**src/core/ssm_regs.svh**
```systemverilog
// Constants for the serial switch input monitor
`ifndef SSM_REGS_SVH
`define SSM_REGS_SVH

`define SSM_INPUTS_WIDE     16        // Input count, wide variant
`define SSM_INPUTS_NARROW   8         // Input count, narrow variant
`define SSM_FIFO_DEPTH      8         // Words held in the record buffer
`define SSM_STATUS_RST      16'h0000  // Status register after reset
`define SSM_SHIFT_RST       16'h0000  // Shift register after reset
`define SSM_SYNC_STAGES     2         // Flip-flops in each pin synchroniser

`endif

```
**src/core/ssm_pkg.sv**
```systemverilog
// Types shared by the serial switch input monitor
`include "ssm_regs.svh"

package ssm_pkg;

    // Access sequencer states
    typedef enum logic [1:0]
    {
        SSM_IDLE,      // Deselected, serial lines ignored
        SSM_ARMED,     // Selected, waiting for first clock rise
        SSM_SHIFTING   // Shift register loaded, shifting out
    } ssm_state_t;

    // Serial pins as seen from the device
    typedef struct packed
    {
        logic cs_n;                // Chip select, active low
        logic sclk;                // Serial clock from controller
        logic serial_chain_input;  // Serial data in
    } ssm_spi_pins_t;

    // One finished access, handed to the user side
    typedef struct packed
    {
        logic [`SSM_INPUTS_WIDE-1:0] snapshot;  // Captured switch levels
        logic [`SSM_INPUTS_WIDE-1:0] chain_rx;  // Bits shifted in, last in LSB
    } ssm_record_t;

endpackage

```
**src/core/ssm_monitor.sv**
```systemverilog
// Serial switch input monitor: snapshot, shift out, change interrupt
// How it works
// - Input count is sixteen or eight, parameter
// - Select falling edge snapshots inputs into status
// - Select falling edge clears pending change interrupt
// - Serial clock and data ignored while deselected
// - First clock rise loads shift register
// - Later clock rises shift toward output
// - Clock fall samples serial input
// - Serial input matters only while selected
// - Serial output floats while deselected
// - Output shows shift MSB after each rise
// - Interrupt low while live inputs differ
// - Interrupt enable low floats interrupt
// - Interrupt is open-drain, active low
// - Input vector is count-1 down to zero
`include "ssm_regs.svh"

module ssm_monitor #(
    parameter int INPUT_COUNT = `SSM_INPUTS_WIDE,  // 16 or 8 inputs
    parameter int FIFO_DEPTH  = `SSM_FIFO_DEPTH    // Record buffer depth
) (
    input  wire logic                   core_clk,         // Core clock, 125 MHz
    input  wire logic                   sys_rst,          // Synchronous reset
    input  wire logic                   clk_en,           // Freezes all state
    input  wire ssm_pkg::ssm_spi_pins_t spi_pins,         // Serial pins, async
    input  wire logic [INPUT_COUNT-1:0] switch_inputs,    // Switch levels, async
    input  wire logic                   int_enable,       // Interrupt enable pin
    output logic                        serial_chain_output,      // Serial out
    output logic                        serial_chain_output_oe_n, // Low drives
    output logic                        change_int_n,     // Open-drain level
    output logic                        change_int_oe_n,  // Low pulls line
    output logic                        rec_valid,        // Record available
    input  wire logic                   rec_ready,        // Record taken
    output ssm_pkg::ssm_record_t        rec_data,         // Record contents
    output logic                        rec_dropped       // Lost record pulse
);
    import ssm_pkg::*;

    localparam int N = INPUT_COUNT;
    localparam int W = `SSM_INPUTS_WIDE;

    // Widen an input-sized vector to the record field
    function automatic logic [W-1:0] widen(input logic [N-1:0] v);
        logic [W-1:0] r;
        r = '0;
        r[N-1:0] = v;
        return r;
    endfunction

    // Synchroniser stages; the first stage feeds only the second
    logic [N-1:0] sw_meta;     // Switch first stage
    logic [N-1:0] sw_sync;     // Switch levels, safe to use
    logic         cs_meta;     // Select first stage
    logic         cs_sync;     // Select, safe
    logic         cs_prev;     // Select, one cycle older
    logic         sclk_meta;   // Clock first stage
    logic         sclk_sync;   // Clock, safe
    logic         sclk_prev;   // Clock, one cycle older
    logic         din_meta;    // Data first stage
    logic         din_sync;    // Data, safe
    logic         en_meta;     // Enable first stage
    logic         en_sync;     // Enable, safe

    // Block state
    ssm_state_t   state;       // Access sequencer
    ssm_state_t   next_state;  // Sequencer next value
    logic [N-1:0] status;      // Input status register
    logic [N-1:0] shreg;       // Shift register
    logic         sample_bit;  // Last bit sampled on clock fall
    logic [N-1:0] rx_acc;      // Bits received this access
    logic         int_active;  // Change interrupt pulling
    logic         push_pending;// Record waiting for buffer space
    ssm_record_t  push_rec;    // Record waiting

    // Pin synchronisers: two flops before any logic looks
    always_ff @(posedge core_clk)
    begin
        if (sys_rst)
        begin
            sw_meta   <= '0;
            sw_sync   <= '0;
            cs_meta   <= 1'b1;
            cs_sync   <= 1'b1;
            cs_prev   <= 1'b1;
            sclk_meta <= 1'b0;
            sclk_sync <= 1'b0;
            sclk_prev <= 1'b0;
            din_meta  <= 1'b0;
            din_sync  <= 1'b0;
            en_meta   <= 1'b0;
            en_sync   <= 1'b0;
        end
        else if (clk_en)
        begin
            sw_meta   <= switch_inputs;
            sw_sync   <= sw_meta;
            cs_meta   <= spi_pins.cs_n;
            cs_sync   <= cs_meta;
            cs_prev   <= cs_sync;
            sclk_meta <= spi_pins.sclk;
            sclk_sync <= sclk_meta;
            sclk_prev <= sclk_sync;
            din_meta  <= spi_pins.serial_chain_input;
            din_sync  <= din_meta;
            en_meta   <= int_enable;
            en_sync   <= en_meta;
        end
    end

    // Edge decode; equal sync depth keeps select and clock in order
    wire selected  = ~cs_sync;
    wire cs_fall   = cs_prev & ~cs_sync;
    wire cs_rise   = ~cs_prev & cs_sync;
    wire sclk_rise = selected & ~sclk_prev & sclk_sync;
    wire sclk_fall = selected & sclk_prev & ~sclk_sync;

    // Snapshot decode and change compare against the new status
    wire [N-1:0] next_status = cs_fall ? sw_sync : status;
    wire         mismatch    = |(sw_sync ^ next_status);
    wire         next_int    = en_sync & mismatch;
    wire         access_done = cs_rise & (state != SSM_IDLE);
    wire         fifo_ready;

    // Shift register next value
    wire [N-1:0] next_shreg =
        (sclk_rise && state == SSM_ARMED)    ? status :
        (sclk_rise && state == SSM_SHIFTING) ? {shreg[N-2:0], sample_bit}
                                             : shreg;

    // Sequencer
    always_comb
    begin
        next_state = state;
        case (state)
            SSM_IDLE:
            begin
                if (cs_fall)
                    next_state = SSM_ARMED;
            end
            SSM_ARMED:
            begin
                if (!selected)
                    next_state = SSM_IDLE;
                else if (sclk_rise)
                    next_state = SSM_SHIFTING;
            end
            SSM_SHIFTING:
            begin
                if (!selected)
                    next_state = SSM_IDLE;
            end
            default:
                next_state = SSM_IDLE;
        endcase
    end

    // Status, shift path and interrupt
    always_ff @(posedge core_clk)
    begin
        if (sys_rst)
        begin
            state      <= SSM_IDLE;
            status     <= N'(`SSM_STATUS_RST);
            shreg      <= N'(`SSM_SHIFT_RST);
            sample_bit <= 1'b0;
            rx_acc     <= '0;
            int_active <= 1'b0;
        end
        else if (clk_en)
        begin
            state      <= next_state;
            status     <= next_status;
            shreg      <= next_shreg;
            int_active <= next_int;
            if (cs_fall)
                rx_acc <= '0;
            if (sclk_fall)
            begin
                sample_bit <= din_sync;
                rx_acc     <= {rx_acc[N-2:0], din_sync};
            end
        end
    end

    // Pin drivers, all from flops
    always_ff @(posedge core_clk)
    begin
        if (sys_rst)
        begin
            serial_chain_output      <= 1'b0;
            serial_chain_output_oe_n <= 1'b1;
            change_int_oe_n          <= 1'b1;
        end
        else if (clk_en)
        begin
            serial_chain_output      <= next_shreg[N-1];
            serial_chain_output_oe_n <= cs_sync;
            change_int_oe_n          <= ~next_int;
        end
    end

    // Open-drain: the pin value is always low, only the enable moves
    assign change_int_n = 1'b0;

    // Record hand-off; a held record waits for buffer room, but the next finished access replaces it
    always_ff @(posedge core_clk)
    begin
        if (sys_rst)
        begin
            push_pending <= 1'b0;
            push_rec     <= '0;
            rec_dropped  <= 1'b0;
        end
        else if (clk_en)
        begin
            rec_dropped <= access_done & push_pending & ~fifo_ready;
            if (access_done)
            begin
                push_pending      <= 1'b1;
                push_rec.snapshot <= widen(status);
                push_rec.chain_rx <= widen(rx_acc);
            end
            else if (fifo_ready)
                push_pending <= 1'b0;
        end
    end

    // Buffer between access completion and the user side
    ssm_fifo #(
        .WIDTH ($bits(ssm_record_t)),
        .DEPTH (FIFO_DEPTH)
    ) u_fifo (
        .core_clk  (core_clk),
        .sys_rst   (sys_rst),
        .clk_en    (clk_en),
        .in_valid  (push_pending),
        .in_ready  (fifo_ready),
        .in_data   (push_rec),
        .out_valid (rec_valid),
        .out_ready (rec_ready),
        .out_data  (rec_data)
    );

    // Checks next to the logic they guard
    a_snap_on_select: assert property (@(posedge core_clk) disable iff (sys_rst)
        (clk_en && cs_fall) |=> (status == $past(sw_sync)))
        else $error("snapshot not taken on select");

    a_int_clear_select: assert property (@(posedge core_clk) disable iff (sys_rst)
        (clk_en && cs_fall) |=> change_int_oe_n)
        else $error("interrupt not cleared on select");

    a_idle_ignores_clock: assert property (@(posedge core_clk) disable iff (sys_rst)
        (clk_en && state == SSM_IDLE && !cs_fall) |=> $stable(shreg) && $stable(sample_bit))
        else $error("serial activity acted on while idle");

    a_first_rise_load: assert property (@(posedge core_clk) disable iff (sys_rst)
        (clk_en && state == SSM_ARMED && sclk_rise)
            |=> (shreg == $past(status)) && (state == SSM_SHIFTING))
        else $error("first rise did not load");

    a_shift_one_bit: assert property (@(posedge core_clk) disable iff (sys_rst)
        (clk_en && state == SSM_SHIFTING && sclk_rise)
            |=> (shreg == {$past(shreg[N-2:0]), $past(sample_bit)}))
        else $error("shift step wrong");

    a_fall_sample: assert property (@(posedge core_clk) disable iff (sys_rst)
        (clk_en && sclk_fall) |=> (sample_bit == $past(din_sync)))
        else $error("serial input not sampled on fall");

    a_deselect_float: assert property (@(posedge core_clk) disable iff (sys_rst)
        (clk_en && cs_sync) |=> serial_chain_output_oe_n)
        else $error("serial output driven while deselected");

    a_msb_presented: assert property (@(posedge core_clk) disable iff (sys_rst)
        (clk_en && sclk_rise) |=> (serial_chain_output == shreg[N-1]))
        else $error("output does not show shift MSB");

    a_int_mismatch: assert property (@(posedge core_clk) disable iff (sys_rst)
        (clk_en && en_sync && !cs_fall && (sw_sync != status)) |=> !change_int_oe_n)
        else $error("interrupt missing on input change");

    a_int_disabled: assert property (@(posedge core_clk) disable iff (sys_rst)
        (clk_en && !en_sync) |=> change_int_oe_n)
        else $error("interrupt pulls while disabled");

    a_int_open_drain: assert property (@(posedge core_clk) disable iff (sys_rst)
        (change_int_n == 1'b0) && (change_int_oe_n == !int_active))
        else $error("interrupt pin not open-drain");

    c_full_access: cover property (@(posedge core_clk) disable iff (sys_rst)
        (state == SSM_SHIFTING) ##1 access_done);
    c_int_raised: cover property (@(posedge core_clk) disable iff (sys_rst)
        change_int_oe_n ##1 !change_int_oe_n);
    c_record_out: cover property (@(posedge core_clk) disable iff (sys_rst)
        rec_valid && rec_ready);
    c_record_lost: cover property (@(posedge core_clk) disable iff (sys_rst)
        rec_dropped);

endmodule

```
**src/core/ssm_fifo.sv**
```systemverilog
// Record buffer with its own memory and a registered read port
`include "ssm_regs.svh"

module ssm_fifo #(
    parameter int WIDTH = 32,               // Word width
    parameter int DEPTH = `SSM_FIFO_DEPTH   // Words in memory, power of two
) (
    input  wire logic             core_clk,  // Core clock
    input  wire logic             sys_rst,   // Synchronous reset, high
    input  wire logic             clk_en,    // Freezes all state when low
    input  wire logic             in_valid,  // Write request
    output logic                  in_ready,  // Space available
    input  wire logic [WIDTH-1:0] in_data,   // Write data
    output logic                  out_valid, // Read data present
    input  wire logic             out_ready, // Consumer takes the word
    output logic      [WIDTH-1:0] out_data   // Read data, from a register
);
    localparam int AW = $clog2(DEPTH);

    logic [WIDTH-1:0] mem [DEPTH];   // Storage, no reset needed
    logic [AW:0]      wr_ptr;        // Write pointer with wrap bit
    logic [AW:0]      rd_ptr;        // Read pointer with wrap bit

    // Occupancy decode
    wire [AW:0] fill      = wr_ptr - rd_ptr;
    wire        mem_full  = (fill == (AW+1)'(DEPTH));
    wire        mem_empty = (wr_ptr == rd_ptr);
    wire        wr_en     = in_valid & ~mem_full & clk_en;
    wire        rd_en     = ~mem_empty & (~out_valid | out_ready) & clk_en;

    assign in_ready = ~mem_full;

    // Memory write port
    always_ff @(posedge core_clk)
    begin
        if (wr_en)
            mem[wr_ptr[AW-1:0]] <= in_data;
    end

    // Pointers
    always_ff @(posedge core_clk)
    begin
        if (sys_rst)
        begin
            wr_ptr <= '0;
            rd_ptr <= '0;
        end
        else
        begin
            if (wr_en)
                wr_ptr <= wr_ptr + 1'b1;
            if (rd_en)
                rd_ptr <= rd_ptr + 1'b1;
        end
    end

    // Output stage; one more word waits here beyond the memory
    always_ff @(posedge core_clk)
    begin
        if (sys_rst)
            out_valid <= 1'b0;
        else if (rd_en)
            out_valid <= 1'b1;
        else if (clk_en && out_ready)
            out_valid <= 1'b0;
    end

    always_ff @(posedge core_clk)
    begin
        if (rd_en)
            out_data <= mem[rd_ptr[AW-1:0]];
    end

endmodule

```
**config.mk**
```make
export PLATFORM = sky130hd
export DESIGN_NAME = ssm_monitor
export DESIGN_NICKNAME = d
export VERILOG_FILES = /design/src/core/ssm_pkg.sv /design/src/core/ssm_monitor.sv /design/src/core/ssm_fifo.sv
export VERILOG_INCLUDE_DIRS = /design/src /design/src/core
export SDC_FILE = /design/constraint.sdc
export NUM_CORES = 1
export LEC_CHECK = 0
export ABC_AREA = 1
export BUFFER_PORTS_ARGS = -buffer_cell sky130_fd_sc_hd__buf_2
export CAP_MARGIN = 5
export CELL_PAD_IN_SITES_DETAIL_PLACEMENT = 0
export CELL_PAD_IN_SITES_GLOBAL_PLACEMENT = 1
export CORE_MARGIN = 8
export CORE_UTILIZATION = 35
export CTS_CLUSTER_SIZE = 24
export DETAILED_ROUTE_END_ITERATION = 16
export PLACE_DENSITY_LB_ADDON = 0.1
export SLEW_MARGIN = 20
export SYNTH_ARGS = -nofsm -noshare
export SYNTH_HDL_FRONTEND = slang
export SYNTH_SLANG_ARGS = --single-unit
```
**constraint.sdc**
```tcl
create_clock -name core_clk -period 4.6 [get_ports core_clk]
set_input_delay 0 -clock core_clk [delete_from_list [all_inputs] [get_ports core_clk]]
set_output_delay 0 -clock core_clk [all_outputs]
set_load 0.02 [all_outputs]
```
# Yosys cells after proc, flatten, opt, wreduce, memory -nomap -nowiden
# Memories as Yosys holds them, arrays and structs flattened. A register that Yosys moved wholly into a read port is not among the register bits.
# Cells that the tools add are included.
# totals
ram_bits	256
memories	1
latchBits	0
reg_bits	137
inputBits	24
romBits	0
elab_cells	93
out_inout_bits	38
# mem_list
name	words	width	read_ports	rd_ports_with_merged_regs	wr	line	text
u_fifo.mem	8	32	1	1	1	ssm_fifo.sv:20	logic [WIDTH-1:0] mem [DEPTH];
# classes
muxes	16
mul	0
n_reduce_logical	15
n_eq_ne	8
bitwise	24
n_lt_le_gt_ge	0
shifts	0
n_addsub	3
div	0
# ops
cell	n
$mux 16	5
$reduce_or 16->1	1
$xor 16x16->16	1
$and 1x1->1	14
$reduce_and 2->1	5
$add 4x1->4 const B	2
$mux 2	4
$not 1->1	8
$reduce_bool 2->1	4
$mux 1	6
$ne 2x2->1 const B	3
$pmux 2 s3	1
$eq 4x4->1	1
$eq 4x4->1 const B	1
$reduce_and 4->1	1
$sub 4x4->4	1
$logic_and 1x1->1	3
$ne 3x3->1 const B	1
$eq 2x1->1 const B	1
$eq 2x2->1 const B	1
$logic_not 2->1	1
$or 1x1->1	1

# Depth between registers and ports, before layout
# logic_depth
depth_word	7
depth_mapped	13
ltp_nobuf	12

# Modules after synthesis
# A second synthesis with hierarchy kept.
# hier_totals
cells_unflattened	1518
area_unflattened_um2	16447.0
# by_module_without_submodules
mod	seq_area_each_um2	cells_each	area_each_um2	n_inst
ssm_fifo	8828.5	857	11492.3	1
ssm_monitor	2562.5	661	4954.8	1

# Least setup slack after synthesis
# Ideal clock, no wire load.
# synth_timing
path_type	register to register
start	register u_fifo.rd_ptr[2]
end	memory u_fifo.mem[2][0], enable pin
t_arrival_ps	3894
setup_time_ps	461
period_less_slack_ps	4355
path_slack_ps	245
required_ps	4139
path_buffers	2
stages_incl_launch_ff	12
cell_sequence	dfxtp_1 buf_2 clkinv_1 buf_2 ha_1 a21oi_1 nand2_1 nand2_1 nand2_1 nand2_2 nand2_2 nor3_1
# synth_via
elab_chain_cells	7
# synth_lines
element	line	text
start: declaration	ssm_fifo.sv:22	logic [AW:0] rd_ptr;
start signal: assignment	ssm_fifo.sv:53	rd_ptr <= rd_ptr + 1'b1;
$sub 4x4->4	ssm_fifo.sv:25	wire [AW:0] fill = wr_ptr - rd_ptr;
$eq 4x4->1	ssm_fifo.sv:26	wire mem_full = (fill == (AW+1)'(DEPTH));
$not 1->1	ssm_fifo.sv:28	wire wr_en = in_valid & ~mem_full & clk_en;
$and 1x1->1 (2 in a row)	ssm_fifo.sv:28	
$mux 1	ssm_fifo.sv:36	if (wr_en)
$mux 1 (not written as such)	ssm_fifo.sv:37	mem[wr_ptr[AW-1:0]] <= in_data;
end: declaration	ssm_fifo.sv:20	
# No other way between the ends.

# Final worst setup path
# layout_timing
start	register u_fifo.rd_ptr[0]
end	memory u_fifo.mem[1][8], enable pin
# Same word-level chain as after synthesis.

==> impl_metrics.ini <==
[clocking]
clk_path_buf_depth = 3
insertion_delay_ns = 0.57
cts_tree = yes
cts_resized = 0
cts_max_level = 2
numCtsBuffers = 48
clkTransAtPathRegs_ns = 0.06
cts_sinks = 425
clockRootBuffer = clkbuf_16

[cells_and_area]
synthToLayoutAreaGrowth_pct = 16.4
fin_nets = 1583
layout-drive-gt1-share = 0.114
antenna_cells = 0
final_cell_area_mm2 = 0.0191

[setup_path]
worstReg2RegStart = u_fifo.rd_ptr[0]$_SDFFE_PP0P_
required_ns = 4.78
end_kind = flop
crit_chain = ha_1, inv_1, nand3_1, nand2_1, nand2_1, nand2_1, nand2_2, nand3_1, nor2_4
crit_slowest_cell = nor2_4
critPathTopFamily = simple AND/OR/NAND/NOR gates
crit_arrival_ns = 3.14
worst_path_most_repeated_cell = nand2_1
r2r_cells = 9
path_buf_inv = 1
max_stage_delay_ns = 0.88
reg2reg_to = u_fifo.mem[1][8]$_DFFE_PP_
start_kind = flop
cp_max_fo = 48
r2r_setup_slack_ns = 1.64
path_class = flop to flop

[hold_path]
min_path_type = primary input to flop
hp-start = sys_rst
worstHoldEndpoint = shreg[8]$_SDFFE_PP0P_
hold_depth = 3

[die]
num_rows = 79
die_x_um = 232
start_util = 0.353
io-pin-count = 62
die_area_mm2 = 0.0540
fp.coreArea_mm2 = 0.0464
fp.dieH_um = 232

[power]
leakagePower_nw = 6.95
switching_share = 0.283
pwr-share-clk = 0.379
internal_power_mw = 6.82
p_seq_frac = 0.458
switchingPower_mw = 2.69
pwr-share-comb = 0.163
power.density_mw_per_mm2 = 499
ir_worst_vdd_mv = 0.325

[global_route]
grt_antenna_before_repair = 1
grtUsageTotal = 0.153
grt_pass1_vias = 10728
grt_pass1_wl_um = 64400
grt_max_degree = 95
grt-ovfl-total = 0

[drt]
drt_iter0_markers = 812
ant_nets = 0
drcViolationCount = 0
wl_met3_um = 1910
drtPass1Iterations = 5
routedWlPerCell_um = 18.9
wl_um = 41500
route.vias.total = 10862
via_per_inst = 4.94
wl_met2_um = 19000
top_layer_used = met4
wl_met1_um = 19900

[synth]
synth_top_area_frac = 0.528
syn_nets = 1506
ys_async_sr_fraction = 0
yosys.area.top_type = edfxtp_1
synth_cell_types = 35
synth_edf_count = 288
yosys_warnings = 0
synth_ff_type = edfxtp_1
yosysSeqAreaShare = 0.695
syn_area_per_cell_um2 = 11.1
synthesis.area_mm2 = 0.0164
synthTopCellsByArea = edfxtp_1, dfxtp_1, o21ai_0
synthCells = 1477
ys_seq_elements = 425

[run_status]
outcome = completed

[sta]
setup_viol = 0
tightest_slew_ns = 1.04
min_period_over_period = 0.643
min_period_ns = 2.96
rsz0062_at_grt = no
hold_viol = 0
report.final.slew_viol_count = 0
timing.fmax_ghz = 0.338
fin_skew_ns = 0.0140
slew_headroom = 0.304
tns_ns = 0

[placed_design]
dp_hpwl_um = 24400
place.gp.congestion = 0.746
post_dp_cell_area_mm2 = 0.0172
port_buffers = 60

[flow_run]
cap_violations = 0
==> cells by family after synthesis <==
kind of cell	after synthesis	share of synthesized area
flip-flops	425	0.695
AO/OA/AOI/OAI	400	0.134
buffers and inverters	148	0.0451
AND/OR/NAND/NOR	492	0.118
other	1	0.000229
XOR/XNOR	6	0.00321
adder cells (fa/ha/maj)	5	0.00382
==> sequential cells by signal (all words and copies together), names as in the netlist, 2 cells and up <==
register / cells
u_fifo.out_data: 32
u_fifo.rd_ptr: 4
u_fifo.wr_ptr: 4
sw_meta: 16
sw_sync: 16
u_fifo.mem: 256
rx_acc: 16
push_rec: 32
status: 16
shreg: 16
state: 2
==> stage by stage <==
stage,hold WS (ns),worst slack (ns),utilization,power [mW],cells
finish,0.0385,1.64,0.411,9.51,2197
global placement,0.212,1.52,0.369,6.01,2069
CTS,0.0000709,1.55,0.411,9.67,2196
detailed placement,0.223,1.55,0.371,6.00,2073
global route,0.0304,1.39,0.411,10.0,2197
floorplan,0.126,0.245,-,5.51,1477
==> cell type report <==
cell class,instances,area (µm²)
Tap cell,607,759
Clock buffer,74,1360
Fill cell,4446,27300
Timing Repair Buffer,118,926
Multi-Input combinational cell,904,4300
Inverter,57,218
Clock inverter,12,103
Sequential cell,425,11400
==> worst min-delay path, stage by stage <==
cell     delay [ns]
buf_2          0.09
buf_4          0.29
a21oi_2        0.16
==> cells in the final DEF (no fill, tap or decap), types with 4 or more instances in the layout <==
master and instances:
edfxtp_1 288, nand2_1 231, nor2_1 227, o21ai_0 205, dfxtp_1 135, a21oi_1 83
o22ai_1 66, buf_2 60, clkbuf_16 49, inv_1 45, dlygate4sd3_1 37, clkbuf_1 21
o21ai_1 20, buf_4 15, nand3_1 13, inv_2 9, o211ai_1 9, clkinv_1 8
o211ai_2 6, a21oi_2 6, nand2_2 5, nor2_4 5, xor2_1 5, ha_1 5
clkbuf_8 4
==> Yosys cell counts, types with 2 or more instances <==
cell type	instances
a21oi_1	83
nand3_4	2
o21ai_1	20
nor3_1	3
buf_4	13
nand2_1	231
o211ai_2	6
buf_2	19
nor2_1	232
a211oi_1	3
xor2_1	5
inv_2	9
clkbuf_1	44
o211ai_1	9
o22ai_1	66
a21oi_2	6
buf_6	13
nand2_2	5
edfxtp_1	288
o21ai_0	205
dfxtp_1	137
nand3_1	13
o211a_1	2
inv_1	46
nand4_1	3
ha_1	5
==> worst max path at each step <==
stage	startpoint	end	slack [ns]	cells after the start
floorplan	u_fifo.rd_ptr[2]$_SDFFE_PP0P_	u_fifo.mem[2][0]$_DFFE_PP_	0.25	11
global placement	u_fifo.rd_ptr[0]$_SDFFE_PP0P_	u_fifo.mem[5][13]$_DFFE_PP_	1.52	9
detailed placement	u_fifo.rd_ptr[0]$_SDFFE_PP0P_	u_fifo.mem[3][7]$_DFFE_PP_	1.55	9
CTS	u_fifo.rd_ptr[0]$_SDFFE_PP0P_	u_fifo.mem[3][10]$_DFFE_PP_	1.55	9
global route	u_fifo.rd_ptr[0]$_SDFFE_PP0P_	u_fifo.mem[1][8]$_DFFE_PP_	1.39	9
finish	u_fifo.rd_ptr[0]$_SDFFE_PP0P_	u_fifo.mem[1][8]$_DFFE_PP_	1.64	9
==> timing repair <==
action	4_1_cts	5_1_grt
buffers inserted	0	0
endpoints found under the hold margin	26	0
hold buffers	37	0
==> power groups by stage <==
stage               sequential [mW]  combinational [mW]  clock, mW
CTS                            4.36                1.59       3.72
global placement               4.44                1.57          0
detailed placement             4.44                1.56          0
floorplan                      4.48                1.03          0
global route                   4.38                1.76       3.86
finish                         4.36                1.55       3.60
==> metal layers <==
metal	vias up	track usage
met1	5284	0.216
li1	5325	-
met4	0	0.0344
met3	47	0.0313
met5	-	0
met2	206	0.242
Note: power is estimated with default switching activity, not from simulation.
